==> src/design/cmp_pkg.sv <==
/*
 * Package for the comparator control block: register offsets, bit positions,
 * reset values and interrupt mode encodings.
 * Assumes a 32-bit APB with each register on its own aligned word.
 */
package cmp_pkg;

   // Register byte offsets
   localparam logic [7:0] OFF_CONV_CTRL_B   = 8'h00;
   localparam logic [7:0] OFF_CMP_CTRL      = 8'h04;
   localparam logic [7:0] OFF_PIN_DISABLE   = 8'h08;
   localparam logic [7:0] OFF_CONV_CTRL_A   = 8'h0C;
   localparam logic [7:0] OFF_CONV_CHANNEL  = 8'h10;
   localparam logic [7:0] OFF_IRQ_STATUS    = 8'h14;
   localparam logic [7:0] OFF_IRQ_MASK      = 8'h18;
   localparam logic [7:0] OFF_GLOBAL_IRQ    = 8'h1C;

   // comparator_control_status bits
   localparam int BIT_POWER_OFF   = 7;
   localparam int BIT_BANDGAP     = 6;
   localparam int BIT_RESULT      = 5;
   localparam int BIT_IRQ_FLAG    = 4;
   localparam int BIT_IRQ_ENABLE  = 3;
   localparam int BIT_CAPTURE     = 2;
   localparam int BIT_MODE_HI     = 1;
   localparam int BIT_MODE_LO     = 0;

   // converter_control_b bits
   localparam int BIT_MUX_ENABLE  = 6;
   localparam int BIT_TRIG_HI     = 2;

   // comparator_pin_input_disable bits
   localparam int BIT_NEG_OFF     = 1;
   localparam int BIT_POS_OFF     = 0;

   // converter_control_a enable bit
   localparam int BIT_CONV_ENABLE = 7;

   // Block interrupt status bits
   localparam int BIT_ST_EVENT    = 0;
   localparam int BIT_ST_CAPTURE  = 1;

   localparam logic [7:0] RST_CMP_CTRL = 8'h00;
   localparam logic [7:0] RST_BYTE     = 8'h00;

   typedef enum logic [1:0] {
      MODE_TOGGLE   = 2'b00,
      MODE_RESERVED = 2'b01,
      MODE_FALLING  = 2'b10,
      MODE_RISING   = 2'b11
   } irq_mode_t;

endpackage

==> src/design/analog_comparator_control.sv <==
/*
 * Digital control around an on-chip voltage comparator: synchroniser, edge
 * event detection, interrupt flag, input selection, power and capture route.
 * Assumes the analog core reports its raw decision on cmp_raw, that the
 * selection outputs steer analog switches, and that all inputs are
 * synchronous to pclk except cmp_raw, which is synchronised here.
 */
// The implementer's own choices: the APB interface to the registers and the address map.
// Functional notes
// - Raw result high when positive exceeds negative
// - Result synchronised, one to two cycle latency; the result bit here lags cmp_raw by two to three
// - Selected event sets interrupt flag
// - Mode 00 toggle, 01 reserved, 10 fall, 11 rise
// - Request needs flag, enable and global enable
// - Flag cleared by vector or written one
// - Disable bit powers comparator off anytime
// - Bandgap select picks positive input source
// - Capture route feeds result to timer
// - Mux enable, converter off picks channel input
// - Converter control B layout, reset zero
// - Pin input disable forces port bit zero
// - Converter on only while its enable set
module analog_comparator_control
   import cmp_pkg::*;
(
   input  wire logic        pclk,
   input  wire logic        presetn,
   input  wire logic        psel,
   input  wire logic        penable,
   input  wire logic        pwrite,
   input  wire logic [7:0]  paddr,
   input  wire logic [31:0] pwdata,
   output logic             pready,
   output logic [31:0]      prdata,
   output logic             pslverr,
   input  wire logic        cmp_raw,
   input  wire logic        vector_ack,
   input  wire logic        pos_pin_digital,
   input  wire logic        neg_pin_digital,
   output logic             cmp_power_off,
   output logic             pos_use_bandgap,
   output logic             neg_use_channel,
   output logic [2:0]       neg_channel_select,
   output logic             capture_input,
   output logic             pos_port_bit,
   output logic             neg_port_bit,
   output logic             cmp_irq_req,
   output logic             irq
);

   logic [7:0]  ctrl;
   logic [7:0]  conv_b;
   logic [7:0]  pin_off;
   logic [7:0]  conv_a;
   logic [7:0]  conv_ch;
   logic [1:0]  irq_status;
   logic [1:0]  irq_mask;
   logic        global_ie;
   logic        sync_a;
   logic        sync_b;
   logic        sync_prev;

   logic [7:0]  next_ctrl;
   logic [7:0]  next_conv_b;
   logic [7:0]  next_pin_off;
   logic [7:0]  next_conv_a;
   logic [7:0]  next_conv_ch;
   logic [1:0]  next_irq_status;
   logic [1:0]  next_irq_mask;
   logic        next_global_ie;
   logic [31:0] next_prdata;
   logic        next_pready;
   logic        next_pslverr;
   logic        next_power_off;
   logic        next_bandgap;
   logic        next_use_channel;
   logic [2:0]  next_channel;
   logic        next_capture;
   logic        next_pos_port;
   logic        next_neg_port;
   logic        next_irq_req;
   logic        next_irq;

   logic        wr;
   logic        rd;
   logic        event_hit;
   logic        capture_edge;

   function automatic logic addr_known(input logic [7:0] a);
      case (a)
         OFF_CONV_CTRL_B, OFF_CMP_CTRL, OFF_PIN_DISABLE, OFF_CONV_CTRL_A,
         OFF_CONV_CHANNEL, OFF_IRQ_STATUS, OFF_IRQ_MASK, OFF_GLOBAL_IRQ: addr_known = 1'b1;
         default: addr_known = 1'b0;
      endcase
   endfunction

   function automatic logic mode_event(input logic [1:0] mode, input logic cur, input logic prev);
      case (irq_mode_t'(mode))
         MODE_TOGGLE:  mode_event = cur ^ prev;
         MODE_FALLING: mode_event = prev & ~cur;
         MODE_RISING:  mode_event = cur & ~prev;
         default:      mode_event = 1'b0;
      endcase
   endfunction

   // Access phase of a transfer; the slave answers after one wait state
   assign wr = psel & penable & pwrite & ~pready;
   assign rd = psel & penable & ~pwrite & ~pready;

   // Event on the synchronised result versus its previous sample
   assign event_hit = mode_event({ctrl[BIT_MODE_HI], ctrl[BIT_MODE_LO]}, sync_b, sync_prev);
   assign capture_edge = ctrl[BIT_CAPTURE] & (sync_b ^ sync_prev);

   always_comb begin
      next_ctrl       = ctrl;
      next_conv_b     = conv_b;
      next_pin_off    = pin_off;
      next_conv_a     = conv_a;
      next_conv_ch    = conv_ch;
      next_irq_status = irq_status;
      next_irq_mask   = irq_mask;
      next_global_ie  = global_ie;
      next_pready     = psel & penable & ~pready;
      next_pslverr    = psel & penable & ~pready & ~addr_known(paddr);
      next_prdata     = 32'h0000_0000;

      // Interrupt vector and write-one clear, then a new event wins
      if (vector_ack) begin
         next_ctrl[BIT_IRQ_FLAG] = 1'b0;
      end
      if (wr) begin
         case (paddr)
            OFF_CMP_CTRL: begin
               next_ctrl[7:6] = pwdata[7:6];
               next_ctrl[3:0] = pwdata[3:0];
               if (pwdata[BIT_IRQ_FLAG]) begin
                  next_ctrl[BIT_IRQ_FLAG] = 1'b0;
               end
            end
            OFF_CONV_CTRL_B: begin
               next_conv_b = {1'b0, pwdata[BIT_MUX_ENABLE], 3'b000, pwdata[BIT_TRIG_HI:0]};
            end
            OFF_PIN_DISABLE:  next_pin_off = {6'b00_0000, pwdata[1:0]};
            OFF_CONV_CTRL_A:  next_conv_a = pwdata[7:0];
            OFF_CONV_CHANNEL: next_conv_ch = pwdata[7:0];
            OFF_IRQ_STATUS:   next_irq_status = irq_status & ~pwdata[1:0];
            OFF_IRQ_MASK:     next_irq_mask = pwdata[1:0];
            OFF_GLOBAL_IRQ:   next_global_ie = pwdata[0];
            default: begin
            end
         endcase
      end
      if (event_hit) begin
         next_ctrl[BIT_IRQ_FLAG] = 1'b1;
         next_irq_status[BIT_ST_EVENT] = 1'b1;
      end
      if (capture_edge) begin
         next_irq_status[BIT_ST_CAPTURE] = 1'b1;
      end
      next_ctrl[BIT_RESULT] = sync_b;

      if (rd) begin
         case (paddr)
            OFF_CMP_CTRL:     next_prdata = {24'h00_0000, ctrl};
            OFF_CONV_CTRL_B:  next_prdata = {24'h00_0000, conv_b};
            OFF_PIN_DISABLE:  next_prdata = {24'h00_0000, pin_off};
            OFF_CONV_CTRL_A:  next_prdata = {24'h00_0000, conv_a};
            OFF_CONV_CHANNEL: next_prdata = {24'h00_0000, conv_ch};
            OFF_IRQ_STATUS:   next_prdata = {30'h0000_0000, irq_status};
            OFF_IRQ_MASK:     next_prdata = {30'h0000_0000, irq_mask};
            OFF_GLOBAL_IRQ:   next_prdata = {31'h0000_0000, global_ie};
            default:          next_prdata = 32'h0000_0000;
         endcase
      end
   end

   // Outputs to the analog core, timer, ports and interrupt requests
   always_comb begin
      next_power_off   = ctrl[BIT_POWER_OFF];
      next_bandgap     = ctrl[BIT_BANDGAP];
      next_use_channel = conv_b[BIT_MUX_ENABLE] & ~conv_a[BIT_CONV_ENABLE];
      next_channel     = conv_ch[2:0];
      next_capture     = ctrl[BIT_CAPTURE] & sync_b;
      next_pos_port    = pos_pin_digital & ~pin_off[BIT_POS_OFF];
      next_neg_port    = neg_pin_digital & ~pin_off[BIT_NEG_OFF];
      next_irq_req     = ctrl[BIT_IRQ_FLAG] & ctrl[BIT_IRQ_ENABLE] & global_ie;
      next_irq         = |(irq_status & irq_mask);
   end

   always_ff @(posedge pclk or negedge presetn) begin
      if (!presetn) begin
         ctrl       <= RST_CMP_CTRL;
         conv_b     <= RST_BYTE;
         pin_off    <= RST_BYTE;
         conv_a     <= RST_BYTE;
         conv_ch    <= RST_BYTE;
         irq_status <= 2'b00;
         irq_mask   <= 2'b00;
         global_ie  <= 1'b0;
         sync_a     <= 1'b0;
         sync_b     <= 1'b0;
         sync_prev  <= 1'b0;
         pready     <= 1'b0;
         pslverr    <= 1'b0;
         prdata     <= 32'h0000_0000;
      end else begin
         ctrl       <= next_ctrl;
         conv_b     <= next_conv_b;
         pin_off    <= next_pin_off;
         conv_a     <= next_conv_a;
         conv_ch    <= next_conv_ch;
         irq_status <= next_irq_status;
         irq_mask   <= next_irq_mask;
         global_ie  <= next_global_ie;
         sync_a     <= cmp_raw;
         sync_b     <= sync_a;
         sync_prev  <= sync_b;
         pready     <= next_pready;
         pslverr    <= next_pslverr;
         prdata     <= next_prdata;
      end
   end

   always_ff @(posedge pclk or negedge presetn) begin
      if (!presetn) begin
         cmp_power_off      <= 1'b0;
         pos_use_bandgap    <= 1'b0;
         neg_use_channel    <= 1'b0;
         neg_channel_select <= 3'b000;
         capture_input      <= 1'b0;
         pos_port_bit       <= 1'b0;
         neg_port_bit       <= 1'b0;
         cmp_irq_req        <= 1'b0;
         irq                <= 1'b0;
      end else begin
         cmp_power_off      <= next_power_off;
         pos_use_bandgap    <= next_bandgap;
         neg_use_channel    <= next_use_channel;
         neg_channel_select <= next_channel;
         capture_input      <= next_capture;
         pos_port_bit       <= next_pos_port;
         neg_port_bit       <= next_neg_port;
         cmp_irq_req        <= next_irq_req;
         irq                <= next_irq;
      end
   end

endmodule

==> config.mk <==
export PLATFORM = sky130hd
export DESIGN_NAME = analog_comparator_control
export DESIGN_NICKNAME = d
export VERILOG_FILES = /design/src/design/cmp_pkg.sv /design/src/design/analog_comparator_control.sv
export SDC_FILE = /design/constraint.sdc
export NUM_CORES = 1
export LEC_CHECK = 0
export ABC_AREA = 1
export BUFFER_PORTS_ARGS = -buffer_cell sky130_fd_sc_hd__buf_2
export CAP_MARGIN = 20
export CORE_MARGIN = 5
export CORE_UTILIZATION = 48
export CTS_BUF_LIST = sky130_fd_sc_hd__clkbuf_2
export CTS_CLUSTER_SIZE = 24
export DETAILED_ROUTE_END_ITERATION = 10
export MAX_ROUTING_LAYER = met4
export PLACE_DENSITY = 0.77
export SYNTH_ARGS = -nofsm -noshare
export SYNTH_HDL_FRONTEND = slang
export SYNTH_SLANG_ARGS = --single-unit
==> constraint.sdc <==
create_clock -name pclk -period 2.1 [get_ports pclk]
set_input_delay 0.21 -clock pclk [delete_from_list [all_inputs] [get_ports pclk]]
set_output_delay 0.21 -clock pclk [all_outputs]
set_load 0.01 [all_outputs]
# Word-level counts from Yosys, hierarchy flattened
# Memory sizes are Yosys's and may differ from the RTL's.
# Cells that the tools add are included.
dict set report word_totals {
  mem_bits_ro 32
  out_inout_bits 45
  latchBits 0
  memories 1
  mem_bits_rw 0
  reg_bits 83
  input_bits 49
  elab_cells 93
}
# memory depth width rd rd_clocked_by_memory_dff write_ports line
set mem_list {}
lappend mem_list {{(name not given)} 32 1 1 0 0 analog_comparator_control.sv:90} ;# case (a)
dict set report classes {
  reduce_logical 17
  n_addsub 0
  div_mod_pow 0
  n_mul 0
  n_bitwise 28
  order_cmp 0
  mux 13
  n_shift 0
  eq_ne 9
}
# cell n
set ops {}
lappend ops {{$pmux 8 s8} 1}
lappend ops {{$eq 8x5->1 const B} 4}
lappend ops {{$reduce_and 2->1} 9}
lappend ops {{$and 1x1->1} 16}
lappend ops {{$eq 8x4->1 const B} 2}
lappend ops {{$mux 5} 2}
lappend ops {{$eq 8x3->1 const B} 1}
lappend ops {{$logic_not 8->1} 1}
lappend ops {{$mux 8} 1}
lappend ops {{$not 1->1} 8}
lappend ops {{$reduce_bool 2->1} 4}
lappend ops {{$mux 1} 6}
lappend ops {{$and 2x2->2} 2}
lappend ops {{$eq 2x2->1 const B} 2}
lappend ops {{$mux 2} 2}
lappend ops {{$logic_not 3->1} 1}
lappend ops {{$pmux 1 s3} 1}
lappend ops {{$logic_not 2->1} 1}
lappend ops {{$not 2->2} 1}
lappend ops {{$reduce_or 2->1} 1}
lappend ops {{$xor 1x1->1} 1}

# Depth between registers and ports, before layout
# Gate-level depths: netlist (run 1).
dict set report depth {
  depth_word 5
  depth_mapped 9
  ltp_nobuf 9
}

# Worst setup path after synthesis (run 1)
# No wires, ideal clock.
dict set report synth_path {
  path_type {register -> register}
  from {register pready}
  to {register conv_a[6]}
  setup_ps 121
  path_stages_with_launch 7
  arrival_ps 1124
  setup_slack_ps 855
  required_time_ps 1979
  period_less_slack_ps 1245
  path_buffers 1
  path_cell_list {dfrtp_1 -> nand3b_4 -> nor2_8 -> nand2_4 -> buf_6 -> nand2_1 -> o21ai_2}
}
dict set report synth_via {
  elab_chain_len 3
}
# element line
set synth_rtl {}
lappend synth_rtl {{from (decl)} analog_comparator_control.sv:33} ;# output logic pready,
lappend synth_rtl {{from (signal assigned)} analog_comparator_control.sv:218} ;# pready <= next_pready;
lappend synth_rtl {{$not 1->1} analog_comparator_control.sv:107} ;# assign wr = psel & penable & pwrite & ~pready;
lappend synth_rtl {{$and 1x1->1} analog_comparator_control.sv:107}
lappend synth_rtl {{$reduce_and 2->1 (no source line)} n/a}
lappend synth_rtl {{to (signal assigned)} analog_comparator_control.sv:210} ;# conv_a <= next_conv_a;
lappend synth_rtl {{to (decl)} analog_comparator_control.sv:54} ;# logic [7:0] conv_a;
# No other way between the ends.
# A chain may end at the register's enable or synchronous reset.

# Worst setup path after layout (run 1)
dict set report layout_path {
  from {register pready}
  to {register ctrl[4]}
}
dict set report layout_via {
  elab_chain_len 4
}
# element line
set layout_rtl {}
lappend layout_rtl {{$not 1->1} analog_comparator_control.sv:107}
lappend layout_rtl {{$and 1x1->1} analog_comparator_control.sv:107}
lappend layout_rtl {{$mux 5} analog_comparator_control.sv:131} ;# if (wr) begin
lappend layout_rtl {{$mux 1} analog_comparator_control.sv:153} ;# if (event_hit) begin
lappend layout_rtl {{net next_ctrl[4]} analog_comparator_control.sv:63} ;# logic [7:0] next_ctrl;
lappend layout_rtl {{to (signal assigned)} analog_comparator_control.sv:207} ;# ctrl <= next_ctrl;
lappend layout_rtl {{to (decl)} analog_comparator_control.sv:51} ;# logic [7:0] ctrl;
# The timed path passes the listed nets, and every way through them passes these cells.

==> results.md, run 1 <==
- Setup Viol. Count Final: 0
- Synth cell types: 26
- Root Buffer Master: clkbuf_2
- Outcome: complete, no violations
- Relative slew slack: 62.62%
- Critical path class: reg2reg
- IO buf count: 45
- Min-delay worst type: in2reg
- Metal2 WL: 2676 um
- Sw Pwr: 505.0 uW
- GPL Wtd Cong: 0.8367
- Synth Warn #: 0
- Least-Margin Pin Slew: 0.5607 ns
- Core area: 5608 um^2
- Post-route DRC: 0
- Seq cells post-synth: 58
- Initial Util: 50.07%
- VDD IR max: 0.3248 mV
- Synth area leader: dfrtp_1
- Diode count: 0
- Nets: 412
- Switch share: 25.83%
- Crit end category: flip-flop
- Global-route wire length before repair: 9273 um
- Most common cell after layout, fill and taps aside: nand2_1
- Power share of the clock group: 32.9%
- Sequential share of power: 58.6%
- Gate power share: 8.5%
- Die Span X: 86.48 um
- RSZ-0062 raised after global routing: false
- Highest Signal Layer: met4
- Wire per inst: 12.90 um
- Most frequent cells in the layout: 69 x nand2_1, 58 x dfrtp_1, 45 x buf_2, 33 x inv_1, 24 x conb_1
- DRT Wirelength: 5637 um
- Num rows: 27
- CTS sink count: 58
- Metal-1 WL: 2470 um
- Initial antenna violation count: 0
- Cell Int Power: 1450 uW
- Cell Area, Synth: 2808 um^2
- Vias in the first global route: 1968
- Worst skew pair latency: 0.46 ns
- Largest net degree at the start of global routing: 36
- Final hold slack: 0.03494 ns
- Fmax: 737.8 MHz
- Top-area cell type share of the netlist area: 51.69%
- Clk_skew: 0.02089 ns
- Final count of hold timing violations: 0
- Hpwl dp: 4020 um
- Post-synthesis sequential area ratio: 51.69%
- Placed instance area: 3018 um^2
- Final core occ: 56.43%
- Tmin final: 1.355 ns
- Iter 0 DRT Violations: 185
- TritonCTS clock tree: done
- Die ar.: 7479 um^2
- GRT Overall Usage: 16.70%
- Via Count: 2036
- Syn_area_per_cell: 9.266 um^2
- Hold Crit Start: pwdata[5]
- Drt via density: 4.659
- Detailed Routing Iterations Pass 1: 5
- Leak: 0.001770 uW
- Worst path required time: 2.45 ns
- Slew Viols, Final: 0
- Clock transition at the registers of the reported paths: 0.15 ns
- DR WL met3: 411 um
- CTS buffer count: 9
- Fillcell total: 532
- Setup Total Neg Slack: 0 ns
- Worst EP arrival: 1.71 ns
- GRT overflow: 0
- Final ANT Viol Nets: 0
- Pre-CTS setup slack: 0.6710 ns
- H-tree lvl count: 3
- Top post-synthesis cells by area: dfrtp_1 52%, nand2_1 9.2%, o21ai_2 6.9%, buf_4 6.4%, inv_1 4.4%
- Worst reg2reg path startpoint: pready$_DFF_PN0_
- Synth Instances: 303
- P per Cell Area: 617.8 nW/um^2
- Slack of the critical path: 0.7447 ns
- Post-CTS setup buffers: 0
- Critical Path Fanout Max: 13
- Finished Cell Area: 3164 um^2
- Worst Setup SP: pready$_DFF_PN0_
- Io pins: 94
- Max cap viols: 0
- Final period util: 64.54%
- Fraction of layout cells with a size suffix above 1: 29.86%
- CP startpoint kind: flip-flop
- Clock Path Buffers: 2
- Layout area overhead: 12.70%
- Die height: 86.48 um
==> power by group through the flow <==
stage	sequential [uW]	combinational [uW]	clock, uW
after floorplan	1170	117	0
after global placement	1170	156	0
after detailed placement	1170	161	0
after CTS	1150	168	662
after global routing	1150	189	711
final	1150	167	642
==> through the flow <==
step,total power (uW),std cells
after floorplan,1285,326
after global placement,1322,417
after detailed placement,1328,417
after CTS,1977,437
after global routing,2049,437
final,1955,437
==> path summary, 6_finish.rpt <==
check,to,slack (ns),cells past startpoint
max,ctrl[4]$_DFF_PN0_,0.74,5
min,conv_a[5]$_DFFE_PN0P_,0.03,3
max reg2reg,ctrl[4]$_DFF_PN0_,0.74,5
min reg2reg,sync_b$_DFF_PN0_,0.37,0
max in group asynchronous,conv_ch[3]$_DFFE_PN0P_,1.26,3
min in group asynchronous,neg_use_channel$_DFF_PN0_,0.27,2
==> synth_stat cells <==
| cell type | count |
|---|---|
| a21oi_1 | 3 |
| a22o_1 | 1 |
| buf_2 | 1 |
| buf_4 | 24 |
| buf_6 | 3 |
| conb_1 | 1 |
| dfrtp_1 | 58 |
| ha_1 | 2 |
| inv_1 | 33 |
| inv_2 | 2 |
| inv_4 | 2 |
| nand2_1 | 69 |
| nand2_2 | 9 |
| nand2_4 | 4 |
| nand3_1 | 18 |
| nand3_2 | 1 |
| nand3b_4 | 1 |
| nor2_1 | 20 |
| nor2_2 | 4 |
| nor2_4 | 3 |
| nor2_8 | 1 |
| nor3_1 | 2 |
| o211ai_1 | 3 |
| o21ai_0 | 15 |
| o21ai_2 | 22 |
| or2_2 | 1 |
==> registers in the layout (all words and copies together) (netlist names), 2 cells and up <==
signal / count
conv_ch: 8
neg_channel_select: 3
irq_mask: 2
conv_a: 8
pin_off: 2
ctrl: 8
prdata: 8
conv_b: 4
irq_status: 2
==> worst max-delay path, stage by stage, from the launching register on <==
cell,delay [ns]
dfrtp_1,0.40
nand3b_4,0.20
nor2_8,0.22
nand2_4,0.18
o21ai_0,0.19
nand2_1,0.06
==> timing repair <==
action | 4_1_cts | 5_1_grt
endpoints found under the hold margin | 27 | 0
gates resized for setup | 0 | 0
hold buffers | 5 | 0
==> final cells by class <==
class,count,area (um^2),share of cell area (%)
clock buffers,10,50.05,1.582
flip-flops and latches,58,1451,45.87
well taps,72,90.09,2.847
inverters,37,143.9,4.547
clock inverters,5,46.29,1.463
repair buffers,52,302.8,9.569
multi-input cells,203,1080,34.12
==> layer usage <==
metal	track usage (%)	vias up
li1	-	1017
met1	21.36	934
met2	25.73	76
met3	3.422	9
met4	7.224	0
met5	-	-
==> cells by family (layout without fill, tap and decap cells) <==
kind of cell	count (synthesis)	in the layout	share of synthesized area (%)
and+or+nand+nor	133	133	23.17
buffers and inverters	65	104	12.92
DFF	58	58	51.69
AOI/OAI and AO/OA	44	44	11.18
adders and majority gates	2	2	0.8911
other	1	24	0.1336
Note: power is estimated with default switching activity, not from simulation.
==> run 2: changes to the inputs <==
CORE_UTILIZATION = 47   (was 48)
PLACE_DENSITY = 0.78   (was 0.77)
clock period = 1.2 ns   (was 2.1 ns; I/O delays follow)
==> results.md, run 2 (synthesis results as in run 1) <==
- Outcome: complete, but fails checks
- Failing checks: negative setup slack
- Fraction of layout cells with a size suffix above 1: 38.29%
- Final period util: 114.0%
- GRT overflow: 0
- Slack of the critical path: -0.1681 ns
- Placed instance area: 3154 um^2
- Die height: 87.29 um
- Initial antenna violation count: 0
- Placed insts: 434
- Max cap viols: 0
- Io pins: 94
- Diode count: 0
- Slew Viols, Final: 0
- Hpwl dp: 4232 um
- Die ar.: 7620 um^2
- Clock Path Buffers: 2
- DRT Wirelength: 6347 um
- Post-route DRC: 0
- Total chip power: 3506 uW
- Final core occ: 61.61%
- CTS sink count: 58
- WHS Endpoint: conv_a[1]$_DFFE_PN0P_
- Layout area overhead: 28.39%
- TritonCTS clock tree: done
- Switch share: 26.25%
- Highest Signal Layer: met4
- Die Span X: 87.29 um
- P per Cell Area: 972.6 nW/um^2
- Metal-1 WL: 2582 um
- Worst EP arrival: 1.73 ns
- R2R setup slack: -0.17 ns
- Root Buffer Master: clkbuf_2
- R2r endpoint: conv_ch[3]$_DFFE_PN0P_
- CTS buffer count: 9
- IO buf count: 45
- Clk_skew: 0.02532 ns
- Tmin final: 1.368 ns
- GRT Overall Usage: 18.09%
- Gate power share: 10.3%
- Clock transition at the registers of the reported paths: 0.16 ns
- Worst reg2reg path startpoint: pready$_DFF_PN0_
- Worst path required time: 1.56 ns
- Layout Cells excl Fill: 472
- Final hold slack: 0.04859 ns
- Drt via density: 4.858
- Setup Viol. Count Final: 43
- Detailed Routing Iterations Pass 1: 4
- Metal2 WL: 3123 um
- Core area: 5851 um^2
- RSZ-0062 raised after global routing: true
- Initial Util: 47.99%
- DR WL met3: 527 um
- Hold Crit Start: pwdata[1]
- Vias in the first global route: 2246
- Largest net degree at the start of global routing: 59
- Min-delay worst type: in2reg
- Hold path cells: 3
- Finished Cell Area: 3605 um^2
- Fillcell total: 494
- CP startpoint kind: flip-flop
- GPL Wtd Cong: 0.8922
- Num rows: 28
- Power share of the clock group: 32.4%
- Via Count: 2293
- Sw Pwr: 920.3 uW
- Cell Int Power: 2586 uW
- Most frequent cells in the layout: 59 x nand2_1, 58 x dfrtp_1, 44 x buf_2, 32 x inv_1, 24 x conb_1
- Critical path class: reg2reg
- Final count of hold timing violations: 0
- Crit end category: flip-flop
- Iter 0 DRT Violations: 187
- H-tree lvl count: 3
- VDD IR max: 1.019 mV
- Nets: 444
- Global-route wire length before repair: 10270 um
- Most common cell after layout, fill and taps aside: nand2_1
- Sequential share of power: 57.2%
- Leak: 0.001928 uW
- Critical Path Fanout Max: 8
- Wire per inst: 13.45 um
- Fmax: 731.0 MHz
- Final ANT Viol Nets: 0
- Worst skew pair latency: 0.48 ns
- Worst Reg-to-Reg Cells: 6
run 2: critical path, stage by stage, from the launching register on:
cell and delay, ns:
dfrtp_1 0.41, nand3b_4 0.20, nor2_8 0.21, buf_4 0.17, nand2_8 0.07, nand2_1 0.12
o21ai_2 0.08
run 2: power groups by stage:
| stage | Sequential [uW] | Combinational, uW | Clock [uW] |
|---|---|---|---|
| 6_report | 2010 | 363 | 1140 |
| 5_1_grt | 2010 | 405 | 1240 |
| 4_1_cts | 2010 | 345 | 1160 |
| 3_5_place_dp | 2040 | 292 | 0 |
| 3_3_place_gp | 2040 | 283 | 0 |
| 2_1_floorplan | 2050 | 205 | 0 |
run 2: area by class of cell:
type	instances	area (um^2)	share of cell area, %
clock buffers	10	50.05	1.388
inverters	37	143.9	3.992
multi-input cells	204	1197	33.22
flip-flops and latches	58	1451	40.26
clock inverters	5	46.29	1.284
repair buffers	83	621.8	17.25
well taps	75	93.84	2.603
run 2: worst max path at each step:
stage | startpoint | endpoint
2_1_floorplan | pready$_DFF_PN0_ | conv_a[6]$_DFFE_PN0P_
3_3_place_gp | pready$_DFF_PN0_ | irq_status[1]$_DFFE_PN0P_
3_5_place_dp | pready$_DFF_PN0_ | conv_ch[3]$_DFFE_PN0P_
4_1_cts | pready$_DFF_PN0_ | conv_a[5]$_DFFE_PN0P_
5_1_grt | pready$_DFF_PN0_ | conv_ch[3]$_DFFE_PN0P_
6_report | pready$_DFF_PN0_ | conv_ch[3]$_DFFE_PN0P_
run 2: what timing repair did:
item                                    CTS  global route
buffers inserted                          5             4
cloned                                    1             0
endpoints found under the hold margin    79             0
pin swaps                                 0             2
gates resized for setup                  11            28
endpoints found under the setup margin   40            43
hold buffers                             13             0
run 2: through the flow:
stage / TNS [ns] / setup slack [ns]
finish: -4.213 / -0.1681
global route: -7.021 / -0.2313
CTS: -2.731 / -0.1322
detailed placement: -2.128 / -0.1144
global placement: -0.8289 / -0.04640
floorplan: -0.1864 / -0.04187
run 2: routing by layer:
metal | track usage [%] | vias up
met1 | 22.72 | 1091
met4 | 6.695 | 0
met5 | - | -
li1 | - | 1089
met2 | 28.42 | 98
met3 | 4.352 | 15
